[config.mk]
export PLATFORM = sky130hd
export DESIGN_NAME = cpu_addressing_mode_ea_gen
export DESIGN_NICKNAME = d
export VERILOG_FILES = /design/src/hw/ea_pkg.sv /design/src/hw/ea_mode_decode.sv /design/src/hw/ea_adder.sv /design/src/hw/cpu_addressing_mode_ea_gen.sv
export SDC_FILE = /design/constraint.sdc
export NUM_CORES = 1
export LEC_CHECK = 0
export BUFFER_PORTS_ARGS = -buffer_cell sky130_fd_sc_hd__buf_4
export CORE_MARGIN = 1.5
export CORE_UTILIZATION = 53
export CTS_BUF_LIST = sky130_fd_sc_hd__clkbuf_8
export DETAILED_ROUTE_END_ITERATION = 7
export PLACE_DENSITY = 0.8
export REMOVE_ABC_BUFFERS = 1
export SYNTH_ARGS = -nofsm -noshare
export SYNTH_HDL_FRONTEND = slang
export SYNTH_SLANG_ARGS = --single-unit
[constraint.sdc]
create_clock -name core_clk -period 3.1 [get_ports core_clk]
set_clock_uncertainty 0.15 [all_clocks]
set_input_delay 0.31 -clock core_clk [delete_from_list [all_inputs] [get_ports core_clk]]
set_output_delay 0.31 -clock core_clk [all_outputs]
set_load 0.01 [all_outputs]
[src/hw/ea_pkg.sv]
// shared constants and types of the operand addressing unit
package ea_pkg;
  // addressing modes (seventeen, in seven groups)
  typedef enum logic [4:0] {
    MODE_INHERENT = 5'h00,
    MODE_IMMEDIATE = 5'h01,
    MODE_DIR_SHORT = 5'h02,
    MODE_DIR_LONG = 5'h03,
    MODE_IDX_NOOFS = 5'h04,
    MODE_IDX_SHORT = 5'h05,
    MODE_IDX_LONG = 5'h06,
    MODE_IND_SHORT = 5'h07,
    MODE_IND_LONG = 5'h08,
    MODE_INDIDX_SHORT = 5'h09,
    MODE_INDIDX_LONG = 5'h0a,
    MODE_REL_DIR = 5'h0b,
    MODE_REL_IND = 5'h0c,
    MODE_BIT_DIR = 5'h0d,
    MODE_BIT_IND = 5'h0e,
    MODE_BITREL_DIR = 5'h0f,
    MODE_BITREL_IND = 5'h10
  } mode_e;
  localparam int MODE_COUNT = 17;
  localparam int GROUP_COUNT = 7;
  // mode groups
  typedef enum logic [2:0] {
    GRP_INHERENT = 3'h0,
    GRP_IMMEDIATE = 3'h1,
    GRP_DIRECT = 3'h2,
    GRP_INDEXED = 3'h3,
    GRP_INDIRECT = 3'h4,
    GRP_RELATIVE = 3'h5,
    GRP_BIT = 3'h6
  } group_e;
  localparam int ADDR_W = 16;
  localparam int DATA_W = 8;
  localparam logic [15:0] PAGE_ZERO_HI = 16'h0000;
  localparam logic [1:0] OPBYTES_NONE = 2'h0;
  localparam logic [1:0] OPBYTES_ONE = 2'h1;
  localparam logic [1:0] OPBYTES_TWO = 2'h2;
  localparam logic [1:0] OPBYTES_THREE = 2'h3;
  localparam logic [15:0] ADDR_INC = 16'h0001;
  // sequencer states, gray in listing order
  typedef enum logic [2:0] {
    ST_IDLE = 3'b000,
    ST_FETCH1 = 3'b001,
    ST_FETCH2 = 3'b011,
    ST_PTR_HI = 3'b010,
    ST_PTR_LO = 3'b110,
    ST_DONE = 3'b111,
    ST_FETCH3 = 3'b101
  } state_e;
endpackage

[src/hw/ea_mode_decode.sv]
// decoder of operand byte count and mode properties
`timescale 1ns/1ns
module ea_mode_decode (
  input wire logic [4:0] mode,
  output logic [1:0] opBytes,
  output logic [2:0] modeGroup,
  output logic isIndirect,
  output logic isIndexed,
  output logic isLongPtr,
  output logic isShort
);
  // byte count per mode, one entry for each of the seventeen modes
  always_comb begin
    opBytes = ea_pkg::OPBYTES_NONE;
    modeGroup = ea_pkg::GRP_INHERENT;
    isIndirect = 1'b0;
    isIndexed = 1'b0;
    isLongPtr = 1'b0;
    isShort = 1'b1;
    case (ea_pkg::mode_e'(mode))
      ea_pkg::MODE_INHERENT: begin
        opBytes = ea_pkg::OPBYTES_NONE;
      end
      ea_pkg::MODE_IMMEDIATE: begin
        opBytes = ea_pkg::OPBYTES_ONE;
        modeGroup = ea_pkg::GRP_IMMEDIATE;
      end
      ea_pkg::MODE_DIR_SHORT: begin
        opBytes = ea_pkg::OPBYTES_ONE;
        modeGroup = ea_pkg::GRP_DIRECT;
      end
      ea_pkg::MODE_DIR_LONG: begin
        opBytes = ea_pkg::OPBYTES_TWO;
        modeGroup = ea_pkg::GRP_DIRECT;
        isShort = 1'b0;
      end
      ea_pkg::MODE_IDX_NOOFS: begin
        modeGroup = ea_pkg::GRP_INDEXED;
        isIndexed = 1'b1;
      end
      ea_pkg::MODE_IDX_SHORT: begin
        opBytes = ea_pkg::OPBYTES_ONE;
        modeGroup = ea_pkg::GRP_INDEXED;
        isIndexed = 1'b1;
      end
      ea_pkg::MODE_IDX_LONG: begin
        opBytes = ea_pkg::OPBYTES_TWO;
        modeGroup = ea_pkg::GRP_INDEXED;
        isIndexed = 1'b1;
        isShort = 1'b0;
      end
      ea_pkg::MODE_IND_SHORT: begin
        opBytes = ea_pkg::OPBYTES_ONE;
        modeGroup = ea_pkg::GRP_INDIRECT;
        isIndirect = 1'b1;
      end
      ea_pkg::MODE_IND_LONG: begin
        opBytes = ea_pkg::OPBYTES_ONE;
        modeGroup = ea_pkg::GRP_INDIRECT;
        isIndirect = 1'b1;
        isLongPtr = 1'b1;
        isShort = 1'b0;
      end
      ea_pkg::MODE_INDIDX_SHORT: begin
        opBytes = ea_pkg::OPBYTES_ONE;
        modeGroup = ea_pkg::GRP_INDIRECT;
        isIndirect = 1'b1;
        isIndexed = 1'b1;
      end
      ea_pkg::MODE_INDIDX_LONG: begin
        opBytes = ea_pkg::OPBYTES_ONE;
        modeGroup = ea_pkg::GRP_INDIRECT;
        isIndirect = 1'b1;
        isIndexed = 1'b1;
        isLongPtr = 1'b1;
        isShort = 1'b0;
      end
      ea_pkg::MODE_REL_DIR: begin
        opBytes = ea_pkg::OPBYTES_ONE;
        modeGroup = ea_pkg::GRP_RELATIVE;
      end
      ea_pkg::MODE_REL_IND: begin
        opBytes = ea_pkg::OPBYTES_ONE;
        modeGroup = ea_pkg::GRP_RELATIVE;
        isIndirect = 1'b1;
      end
      ea_pkg::MODE_BIT_DIR: begin
        opBytes = ea_pkg::OPBYTES_ONE;
        modeGroup = ea_pkg::GRP_BIT;
      end
      ea_pkg::MODE_BIT_IND: begin
        opBytes = ea_pkg::OPBYTES_ONE;
        modeGroup = ea_pkg::GRP_BIT;
        isIndirect = 1'b1;
      end
      ea_pkg::MODE_BITREL_DIR: begin
        opBytes = ea_pkg::OPBYTES_TWO;
        modeGroup = ea_pkg::GRP_BIT;
      end
      ea_pkg::MODE_BITREL_IND: begin
        opBytes = ea_pkg::OPBYTES_TWO;
        modeGroup = ea_pkg::GRP_BIT;
        isIndirect = 1'b1;
      end
      default: begin
        // unknown code: treated as inherent, no bytes fetched
        opBytes = ea_pkg::OPBYTES_NONE;
      end
    endcase
  end
endmodule

[src/hw/ea_adder.sv]
// unsigned 16-bit effective address adder
`timescale 1ns/1ns
module ea_adder (
  input wire logic [15:0] base,
  input wire logic [7:0] index,
  input wire logic useIndex,
  output logic [15:0] sum
);
  // zero-extended index, no sign; wraps at the top of the space
  always_comb begin
    sum = base + (useIndex ? {8'h00, index} : 16'h0000);
  end
endmodule

[src/hw/cpu_addressing_mode_ea_gen.sv]
// operand byte fetch and effective address sequencer of the cpu core
// ----------------------------------------------------------------
// ----------------------------------------------------------------
`timescale 1ns/1ns
module cpu_addressing_mode_ea_gen (
  input wire logic core_clk,
  input wire logic reset,
  input wire logic start,
  input wire logic [4:0] mode,
  input wire logic useSecondIndex,
  input wire logic rmwOp,
  input wire logic [15:0] operandPc,
  input wire logic [7:0] indexFirst,
  input wire logic [7:0] indexSecond,
  input wire logic [7:0] memRdData,
  output logic memRd_ff,
  output logic [15:0] memAddr_ff,
  output logic busy_ff,
  output logic done_ff,
  output logic modeError_ff,
  output logic [15:0] effAddr_ff,
  output logic [7:0] immValue_ff,
  output logic immValid_ff,
  output logic [15:0] nextPc_ff,
  output logic [2:0] modeGroup_ff,
  output logic [1:0] opBytes_ff
);
  // ----------------------------------------------------------------
  // decode of the requested mode
  // ----------------------------------------------------------------
  logic [1:0] decBytes; // operand bytes after opcode
  logic [2:0] decGroup; // mode group
  logic decIndirect; // pointer read needed, except bit-relative indirect
  logic decIndexed; // index register added
  logic decLongPtr; // pointer is a word
  logic decShort; // short variant

  ea_mode_decode uDecode (
    .mode(mode),
    .opBytes(decBytes),
    .modeGroup(decGroup),
    .isIndirect(decIndirect),
    .isIndexed(decIndexed),
    .isLongPtr(decLongPtr),
    .isShort(decShort)
  );

  // ----------------------------------------------------------------
  // latched instruction context
  // ----------------------------------------------------------------
  ea_pkg::state_e state_ff; // sequencer state
  logic [4:0] mode_ff; // mode held for the whole sequence
  logic [1:0] bytesLeft_ff; // operand bytes to fetch, two for bit-relative indirect, fixed at start
  logic indirect_ff;
  logic indexed_ff;
  logic longPtr_ff;
  logic [7:0] index_ff; // index chosen at start
  logic [15:0] fetchPc_ff; // address of next operand byte
  logic [15:0] collect_ff; // operand bytes gathered, big end first
  logic [15:0] eaBase; // base before index add
  logic [15:0] eaSum; // base plus index

  // a request is legal only if its mode is known and rmw is short
  function automatic logic modeLegal(input logic [4:0] m, input logic isShortM,
                                     input logic rmw);
    logic known;
    known = (m <= ea_pkg::MODE_BITREL_IND);
    modeLegal = known && (!rmw || isShortM);
  endfunction

  // page-zero address from one byte
  function automatic logic [15:0] pageZero(input logic [7:0] b);
    pageZero = ea_pkg::PAGE_ZERO_HI | {8'h00, b};
  endfunction

  logic accept; // start taken this cycle
  assign accept = start && !busy_ff;

  // ----------------------------------------------------------------
  // address adder; index is zero-extended, sum is 16 bits
  // ----------------------------------------------------------------
  ea_adder uAdder (
    .base(eaBase),
    .index(index_ff),
    .useIndex(indexed_ff),
    .sum(eaSum)
  );

  // base comes from collected bytes: short forms fill only the low byte
  always_comb begin
    eaBase = collect_ff;
  end

  // ----------------------------------------------------------------
  // sequencer
  // ----------------------------------------------------------------
  // fetch: operand bytes in order; then pointer bytes when indirect with a single operand byte
  always_ff @(posedge core_clk) begin
    if (reset) begin
      state_ff <= ea_pkg::ST_IDLE;
    end else begin
      case (state_ff)
        ea_pkg::ST_IDLE: begin
          if (accept && modeLegal(mode, decShort, rmwOp)) begin
            // inherent and no-offset indexed go straight to done
            if (decBytes == ea_pkg::OPBYTES_NONE) begin
              state_ff <= ea_pkg::ST_DONE;
            end else begin
              state_ff <= ea_pkg::ST_FETCH1;
            end
          end
        end
        ea_pkg::ST_FETCH1: begin
          if (bytesLeft_ff > ea_pkg::OPBYTES_ONE) begin
            state_ff <= ea_pkg::ST_FETCH2;
          end else if (indirect_ff) begin
            state_ff <= longPtr_ff ? ea_pkg::ST_PTR_HI : ea_pkg::ST_PTR_LO;
          end else begin
            state_ff <= ea_pkg::ST_DONE;
          end
        end
        ea_pkg::ST_FETCH2: begin
          // third byte of bit-relative indirect is a branch offset; bytesLeft_ff never exceeds two, so it is not fetched
          if (bytesLeft_ff > ea_pkg::OPBYTES_TWO) begin
            state_ff <= ea_pkg::ST_FETCH3;
          end else begin
            state_ff <= ea_pkg::ST_DONE;
          end
        end
        ea_pkg::ST_FETCH3: begin
          state_ff <= ea_pkg::ST_DONE;
        end
        ea_pkg::ST_PTR_HI: begin
          state_ff <= ea_pkg::ST_PTR_LO;
        end
        ea_pkg::ST_PTR_LO: begin
          state_ff <= ea_pkg::ST_DONE;
        end
        ea_pkg::ST_DONE: begin
          state_ff <= ea_pkg::ST_IDLE;
        end
        default: begin
          state_ff <= ea_pkg::ST_IDLE;
        end
      endcase
    end
  end

  // context captured when a request is taken
  always_ff @(posedge core_clk) begin
    if (reset) begin
      mode_ff <= 5'h00;
      bytesLeft_ff <= ea_pkg::OPBYTES_NONE;
      indirect_ff <= 1'b0;
      indexed_ff <= 1'b0;
      longPtr_ff <= 1'b0;
      index_ff <= 8'h00;
    end else if (state_ff == ea_pkg::ST_IDLE && accept) begin
      mode_ff <= mode;
      // bit-relative indirect fetches two bytes, as many as the bit-relative direct
      bytesLeft_ff <= (ea_pkg::mode_e'(mode) == ea_pkg::MODE_BITREL_IND) ?
                      ea_pkg::OPBYTES_TWO : decBytes;
      indirect_ff <= decIndirect;
      indexed_ff <= decIndexed;
      longPtr_ff <= decLongPtr;
      index_ff <= useSecondIndex ? indexSecond : indexFirst;
    end
  end

  // operand and pointer byte collection; read data stand while the strobe is high
  always_ff @(posedge core_clk) begin
    if (reset) begin
      collect_ff <= 16'h0000;
    end else begin
      case (state_ff)
        ea_pkg::ST_IDLE: begin
          if (accept) begin
            collect_ff <= 16'h0000;
          end
        end
        ea_pkg::ST_FETCH1: begin
          // first byte lands low; a second byte shifts it high
          collect_ff <= pageZero(memRdData);
        end
        ea_pkg::ST_FETCH2: begin
          collect_ff <= {collect_ff[7:0], memRdData};
        end
        ea_pkg::ST_PTR_HI: begin
          collect_ff <= {memRdData, 8'h00};
        end
        ea_pkg::ST_PTR_LO: begin
          // byte pointer replaces all; word pointer completes low half
          collect_ff <= longPtr_ff ? {collect_ff[15:8], memRdData} :
                        pageZero(memRdData);
        end
        default: begin
          collect_ff <= collect_ff;
        end
      endcase
    end
  end

  // ----------------------------------------------------------------
  // memory bus: a read is issued the cycle before its data are used
  // ----------------------------------------------------------------
  always_ff @(posedge core_clk) begin
    if (reset) begin
      memRd_ff <= 1'b0;
      memAddr_ff <= 16'h0000;
      fetchPc_ff <= 16'h0000;
    end else begin
      memRd_ff <= 1'b0;
      case (state_ff)
        ea_pkg::ST_IDLE: begin
          if (accept && modeLegal(mode, decShort, rmwOp) &&
              decBytes != ea_pkg::OPBYTES_NONE) begin
            memRd_ff <= 1'b1;
            memAddr_ff <= operandPc;
            fetchPc_ff <= operandPc + ea_pkg::ADDR_INC;
          end
        end
        ea_pkg::ST_FETCH1: begin
          if (bytesLeft_ff > ea_pkg::OPBYTES_ONE) begin
            memRd_ff <= 1'b1;
            memAddr_ff <= fetchPc_ff;
            fetchPc_ff <= fetchPc_ff + ea_pkg::ADDR_INC;
          end else if (indirect_ff) begin
            // pointer lives in page zero at the fetched byte
            memRd_ff <= 1'b1;
            memAddr_ff <= pageZero(memRdData);
          end
        end
        ea_pkg::ST_FETCH2: begin
          if (bytesLeft_ff > ea_pkg::OPBYTES_TWO) begin
            memRd_ff <= 1'b1;
            memAddr_ff <= fetchPc_ff;
            fetchPc_ff <= fetchPc_ff + ea_pkg::ADDR_INC;
          end
        end
        ea_pkg::ST_PTR_HI: begin
          memRd_ff <= 1'b1;
          memAddr_ff <= memAddr_ff + ea_pkg::ADDR_INC;
        end
        default: begin
          memAddr_ff <= memAddr_ff;
        end
      endcase
    end
  end

  // ----------------------------------------------------------------
  // results
  // ----------------------------------------------------------------
  // status and result outputs; done pulses one cycle
  always_ff @(posedge core_clk) begin
    if (reset) begin
      busy_ff <= 1'b0;
      done_ff <= 1'b0;
      modeError_ff <= 1'b0;
      effAddr_ff <= 16'h0000;
      immValue_ff <= 8'h00;
      immValid_ff <= 1'b0;
      nextPc_ff <= 16'h0000;
      modeGroup_ff <= ea_pkg::GRP_INHERENT;
      opBytes_ff <= ea_pkg::OPBYTES_NONE;
    end else begin
      done_ff <= 1'b0;
      modeError_ff <= 1'b0;
      if (state_ff == ea_pkg::ST_IDLE && accept) begin
        if (modeLegal(mode, decShort, rmwOp)) begin
          busy_ff <= 1'b1;
          modeGroup_ff <= decGroup;
          opBytes_ff <= (ea_pkg::mode_e'(mode) == ea_pkg::MODE_BITREL_IND) ?
                        ea_pkg::OPBYTES_THREE : decBytes;
          nextPc_ff <= operandPc +
            {14'h0000, (ea_pkg::mode_e'(mode) == ea_pkg::MODE_BITREL_IND) ?
             ea_pkg::OPBYTES_THREE : decBytes};
        end else begin
          // long mode on read-modify-write, or unknown mode
          modeError_ff <= 1'b1;
        end
      end
      if (state_ff == ea_pkg::ST_DONE) begin
        busy_ff <= 1'b0;
        done_ff <= 1'b1;
        // immediate: the byte is the operand, not an address
        immValid_ff <= (ea_pkg::mode_e'(mode_ff) == ea_pkg::MODE_IMMEDIATE);
        immValue_ff <= collect_ff[7:0];
        effAddr_ff <= eaSum;
      end
    end
  end
endmodule

# Word-level counts from Yosys, hierarchy flattened
# Index checks and enable logic that the tools add are counted.
# W data, S select, Z words.
[word_totals]
ff_bits = 119
inputBits = 50
output_inout_bits = 66
elab_cells = 129
[classes]
add_sub_neg = 5
magnitude_cmp = 3
n_eq_ne = 30
n_mux = 36
n_bitwise = 1
reduce_logical = 33
[op_table]
columns = ["operator", "count"]
rows = [
  ["$mux W16", 9],
  ["$pmux W16 S5", 1],
  ["$pmux W16 S4", 1],
  ["$add A16 B1 Y16 const B", 3],
  ["$pmux W16 S3", 1],
  ["$eq A5 B4 Y1 const B", 8],
  ["$eq A5 B3 Y1 const B", 4],
  ["$pmux W3 S6", 1],
  ["$add A16 B16 Y16", 1],
  ["$add A16 B2 Y16", 1],
  ["$mux W8", 2],
  ["$reduce_or A4 Y1", 4],
  ["$mux W3", 5],
  ["$pmux W3 S5", 1],
  ["$reduce_or A2 Y1", 6],
  ["$reduce_or A11 Y1", 1],
  ["$eq A5 B1 Y1 const B", 2],
  ["$eq A5 B2 Y1 const B", 2],
  ["$mux W1", 10],
  ["$eq A3 B3 Y1 const B", 3],
  ["$ne A2 B2 Y1 const B", 4],
  ["$reduce_and A4 Y1", 2],
  ["$reduce_or A7 Y1", 1],
  ["$eq A3 B2 Y1 const B", 2],
  ["24 further kinds", 33],
]

# Depth between registers and ports, before layout
[logic_depth]
ltp_word = 9
depth_mapped = 14
ltp_nobuf = 11

# Cells and area by module
# Synthesis repeated with hierarchy kept, for this count alone.
[unflattened]
cells_unflattened = 869
area_unflattened_um2 = 7110.6
[modules_own_cells]
columns = ["mod", "n_inst", "cells_per_inst", "area_per_inst_um2", "seq_area_each_um2"]
rows = [
  ["cpu_addressing_mode_ea_gen", 1, 738, 6173.4, 2382.3],
  ["ea_adder", 1, 88, 635.6, 0.0],
  ["ea_mode_decode", 1, 43, 301.5, 0.0],
]

# Worst setup path after synthesis
# No wires, ideal clock.
[synth_timing]
kind = "register to register"
startpoint = "reg state_ff[2]"
endpoint = "reg fetchPc_ff[14]"
setup_ps = 133
arrival_ps = 2852
required_time_ps = 2817
setup_slack_ps = -35
stages_incl_launch_ff = 15
path_buffers = 4
synth_period_minus_slack_ps = 3135
path_cell_list = "dfxtp_1 > nand2b_1 > buf_2 > buf_2 > buf_2 > buf_1 > nand2_1 > nand2_1 > ha_1 > nand4_1 > or3_1 > a2111oi_2 > nor2_1 > o21ai_0 > a31oi_1"
[synth_via]
elab_chain_len = 3
elab_cells_between_ends = 9
cone_classes = "eq/ne (5); mux (1); reduce/logical (3)"
[synth_rtl]
columns = ["item", "line", "rtl"]
rows = [
  ["from (decl)", "cpu_addressing_mode_ea_gen.sv:51", "ea_pkg::state_e state_ff;"],
  ["from (signal assigned)", "cpu_addressing_mode_ea_gen.sv:100", "state_ff <= ea_pkg::ST_IDLE;"],
  ["from (signal assigned)", "cpu_addressing_mode_ea_gen.sv:107", "state_ff <= ea_pkg::ST_DONE;"],
  ["from (signal assigned)", "cpu_addressing_mode_ea_gen.sv:109", "state_ff <= ea_pkg::ST_FETCH1;"],
  ["$eq A3 B1 Y1, or another cell as far along", "cpu_addressing_mode_ea_gen.sv:213", "case (state_ff)"],
  ["$ne A2 B2 Y1 (no source line), or another cell as far along", "--", ""],
  ["$reduce_and A4 Y1 (no source line)", "--", ""],
  ["to (signal assigned)", "cpu_addressing_mode_ea_gen.sv:219", "fetchPc_ff <= operandPc + ea_pkg::ADDR_INC;"],
  ["to (signal assigned)", "cpu_addressing_mode_ea_gen.sv:226", "fetchPc_ff <= fetchPc_ff + ea_pkg::ADDR_INC;"],
  ["to (signal assigned)", "cpu_addressing_mode_ea_gen.sv:237", "fetchPc_ff <= fetchPc_ff + ea_pkg::ADDR_INC;"],
  ["to (decl)", "cpu_addressing_mode_ea_gen.sv:58", "logic [15:0] fetchPc_ff;"],
]
# Several ways; a longest one is shown, not always the timed one.
# A chain may end at the register's enable or synchronous reset.

# Worst setup path after layout
# Ends and elaborated chain as after synthesis.

==> summary.txt <==
Status
  – Outcome: finished clean

STA
  – Final setup viols: 0
  – Hold Vio Cnt, Final: 0
  – Fin Setup TNS: 0 ns
  – Slew margin rel.: 35.0%
  – Minimum clock period: 2.87 ns
  – Pins Over Slew Limit: 0
  – Fmax: 349 MHz
  – Worst-margin pin slew: 0.972 ns
  – Crit share post-route: 92.4%
  – RSZ-0062 raised after global routing: no
  – Setup WS post-layout: 0.235 ns

Route
  – Drt via density: 5.96
  – DR pass1 iterations: 6
  – Final ANT Viol Nets: 0
  – Iteration-0 DRC Markers: 688
  – Vias: 7033
  – DRC: 0
  – Drt total wl: 19.1 mm
  – Wire per inst: 16.1 µm

Logic synthesis
  – Mean area per synthesized cell: 7.76 µm²
  – Syn Inst Count: 907
  – Share of synthesized flip-flops with an asynchronous set or reset: 0%
  – Synth Flop Type: dfxtp_1
  – Seq/Total Area, Yosys: 33.8%
  – Synthesized cell area: 7040 µm²
  – Netlist cell types: 73
  – Yosys reg bits: 119
  – Synth warnings: 0
  – Number of synthesized flops with an enable pin: 0

Cells and area
  – Area delta synth->final: 19.9%
  – Multi-input gate area in the final layout: 4310 µm²
  – Share of cells above drive strength 1: 18.6%
  – Ant diodes: 0
  – # nets final: 1062
  – Commonest non-fill, non-tap cells in the layout: buf_4 (133), nand2_1 (124), dfxtp_1 (119), nor2_1 (97), a21oi_1 (73)
  – Commonest non-fill, non-tap cell in the layout: buf_4
  – FF+latch area: 2380 µm²
  – Number of fillers in the final layout: 1137

Global routing
  – All-Layer GR Usage: 27.1%
  – Initial antenna violation count: 0
  – Largest net degree at the start of global routing: 54
  – First-pass GRT wire length: 31.2 mm
  – Vias in the first global route: 6312
  – Overflow after GRT: 0

Placement
  – Setup WS pre-CTS: 0.152 ns
  – I/O Buffers: 115
  – Gp weighted congestion: 0.940
  – Post-DP HPWL: 13.5 mm

Worst setup path
  – CP required: 3.33 ns
  – Crit Path Max Fanout: 8
  – Crit end category: flop
  – WS Path Type: reg2reg
  – CP Launch Type: flop
  – WP data arrival: 3.09 ns

Clocking
  – Clk sinks: 119
  – Skew-Pair Late Insertion Delay: 0.46 ns
  – CTS max path bufs: 2
  – Htree depth: 4
  – TritonCTS buffer count: 17
  – CTS tree: yes
  – Clock root buffer: clkbuf_8
  – Reg clk slew, reported paths: 0.07 ns

Run
  – Max-cap violation count: 0

Die
  – Die Height: 118 µm
  – Core box area: 12800 µm²
  – I/O pin count: 116
  – Initial Util: 55.1%
  – Chip width: 118 µm
  – Die area: 14000 µm²
  – Rows: 41

Power
  – Pwr Total: 5400 µW
  – PD cells: 640 nW/µm²
  – Pleak: 0.00330 µW
  – VDD IR max: 0.278 mV

Min path
  – Hold/Removal Path Class: in2reg
logic make-up after synthesis:
kind of cell,Yosys count,share of synthesized area [%]
and+or+nand+nor,349,23.1
AOI/OAI and AO/OA,274,25.9
xor gates and xnor gates,37,4.60
buffers and inverters,82,5.12
adders and majority gates,14,2.70
muxes,32,4.78
DFF,119,33.8
path summary, 6_finish.rpt:
check / startpoint / endpoint / slack, ns / cells past startpoint
setup / recovery: state_ff[2]$_SDFFE_PP0P_ / fetchPc_ff[14]$_SDFFE_PP0P_ / 0.23 / 8
hold / removal: operandPc[9] / nextPc_ff[9]$_SDFFE_PP0P_ / 0.03 / 3
setup reg to reg: state_ff[2]$_SDFFE_PP0P_ / fetchPc_ff[14]$_SDFFE_PP0P_ / 0.23 / 8
hold reg to reg: mode_ff[3]$_SDFFE_PP0P_ / mode_ff[3]$_SDFFE_PP0P_ / 0.31 / 2
sequential cells by signal, indices dropped and copies added (netlist names), 5 cells and up:
register,count
collect_ff,16
effAddr_ff,16
fetchPc_ff,16
immValue_ff,8
index_ff,8
memAddr_ff,16
mode_ff,5
nextPc_ff,16
stage by stage:
| step | instance area [µm²] | hold WS [ns] | utilization, % | std cells |
|---|---|---|---|---|
| 6_report | 8440 | 0.0341 | 66.1 | 1181 |
| 5_1_grt | 8440 | 0.0255 | 66.1 | 1181 |
| 4_1_cts | 8440 | 0.00716 | 66.1 | 1181 |
| 3_5_place_dp | 7970 | 0.297 | 62.4 | 1143 |
| 3_3_place_gp | 7970 | 0.287 | 62.4 | 1143 |
| 2_1_floorplan | 6730 | 0.229 | - | 837 |
Yosys cell counts (3+ instances only):
cell type	instances	area, µm²
a31oi_1	17	106
and3_1	13	81.3
and2_1	9	56.3
or2_2	4	25.0
a221oi_1	3	26.3
nand2b_1	5	31.3
a211oi_1	25	188
and4b_1	3	30.0
o21ai_0	69	345
a22oi_1	6	45.0
a21oi_1	73	365
a221o_1	3	30.0
buf_1	7	26.3
o31ai_1	4	30.0
o21a_1	4	30.0
clkbuf_1	40	150
a311oi_1	3	26.3
o211ai_1	14	105
nor2b_1	8	50.1
mux2i_1	30	300
buf_2	18	90.1
nand4_1	10	62.6
nand2_1	124	465
nor2_1	98	368
o2111ai_1	8	70.1
nor3_1	20	100
or3_1	9	56.3
buf_6	3	33.8
inv_1	11	41.3
a22o_1	15	131
ha_1	12	150
a21o_1	5	37.5
nor3b_1	3	22.5
xnor2_1	11	96.3
nand3_1	30	150
dfxtp_1	119	2380
xor2_1	26	228
critical path: stages (launching register included):
cell and delay (ns):
dfxtp_1 0.46, nand2b_2 0.27, a21o_1 0.25, ha_1 0.30, nand4_1 0.17, or3_1 0.41, a2111oi_2 0.42, o2111ai_1 0.18
a31oi_1 0.18
final cells by class:
cell class,instances,area share [%]
repair buffers,142,13.0
well taps,172,2.55
clock buffers,21,3.42
inverters,12,0.534
clock inverters,9,1.20
multi-input cells,706,51.1
flip-flops and latches,119,28.2
timing repair:
| action | CTS | global route |
|---|---|---|
| buffers inserted | 0 | 0 |
| gates resized for setup | 0 | 1 |
| hold endpoints to repair | 8 | 0 |
| setup endpoints to repair | 0 | 1 |
| hold buffers | 8 | 0 |
metal layers:
layer / GRT usage [%] / vias to the layer above / part of all wire, %
met5: 0 / - / 0
met4: 11.7 / 0 / 2.2
met3: 4.97 / 39 / 6.9
met2: 42.4 / 257 / 45
met1: 36.7 / 3297 / 45
li1: - / 3440 / -
power by group:
part	leakage [µW]	switching [µW]	internal [µW]
Sequential	0.000969	277	1770
Clock	0.000197	613	782
Combinational	0.00213	1180	781
Note: power is estimated with default switching activity, not from simulation.
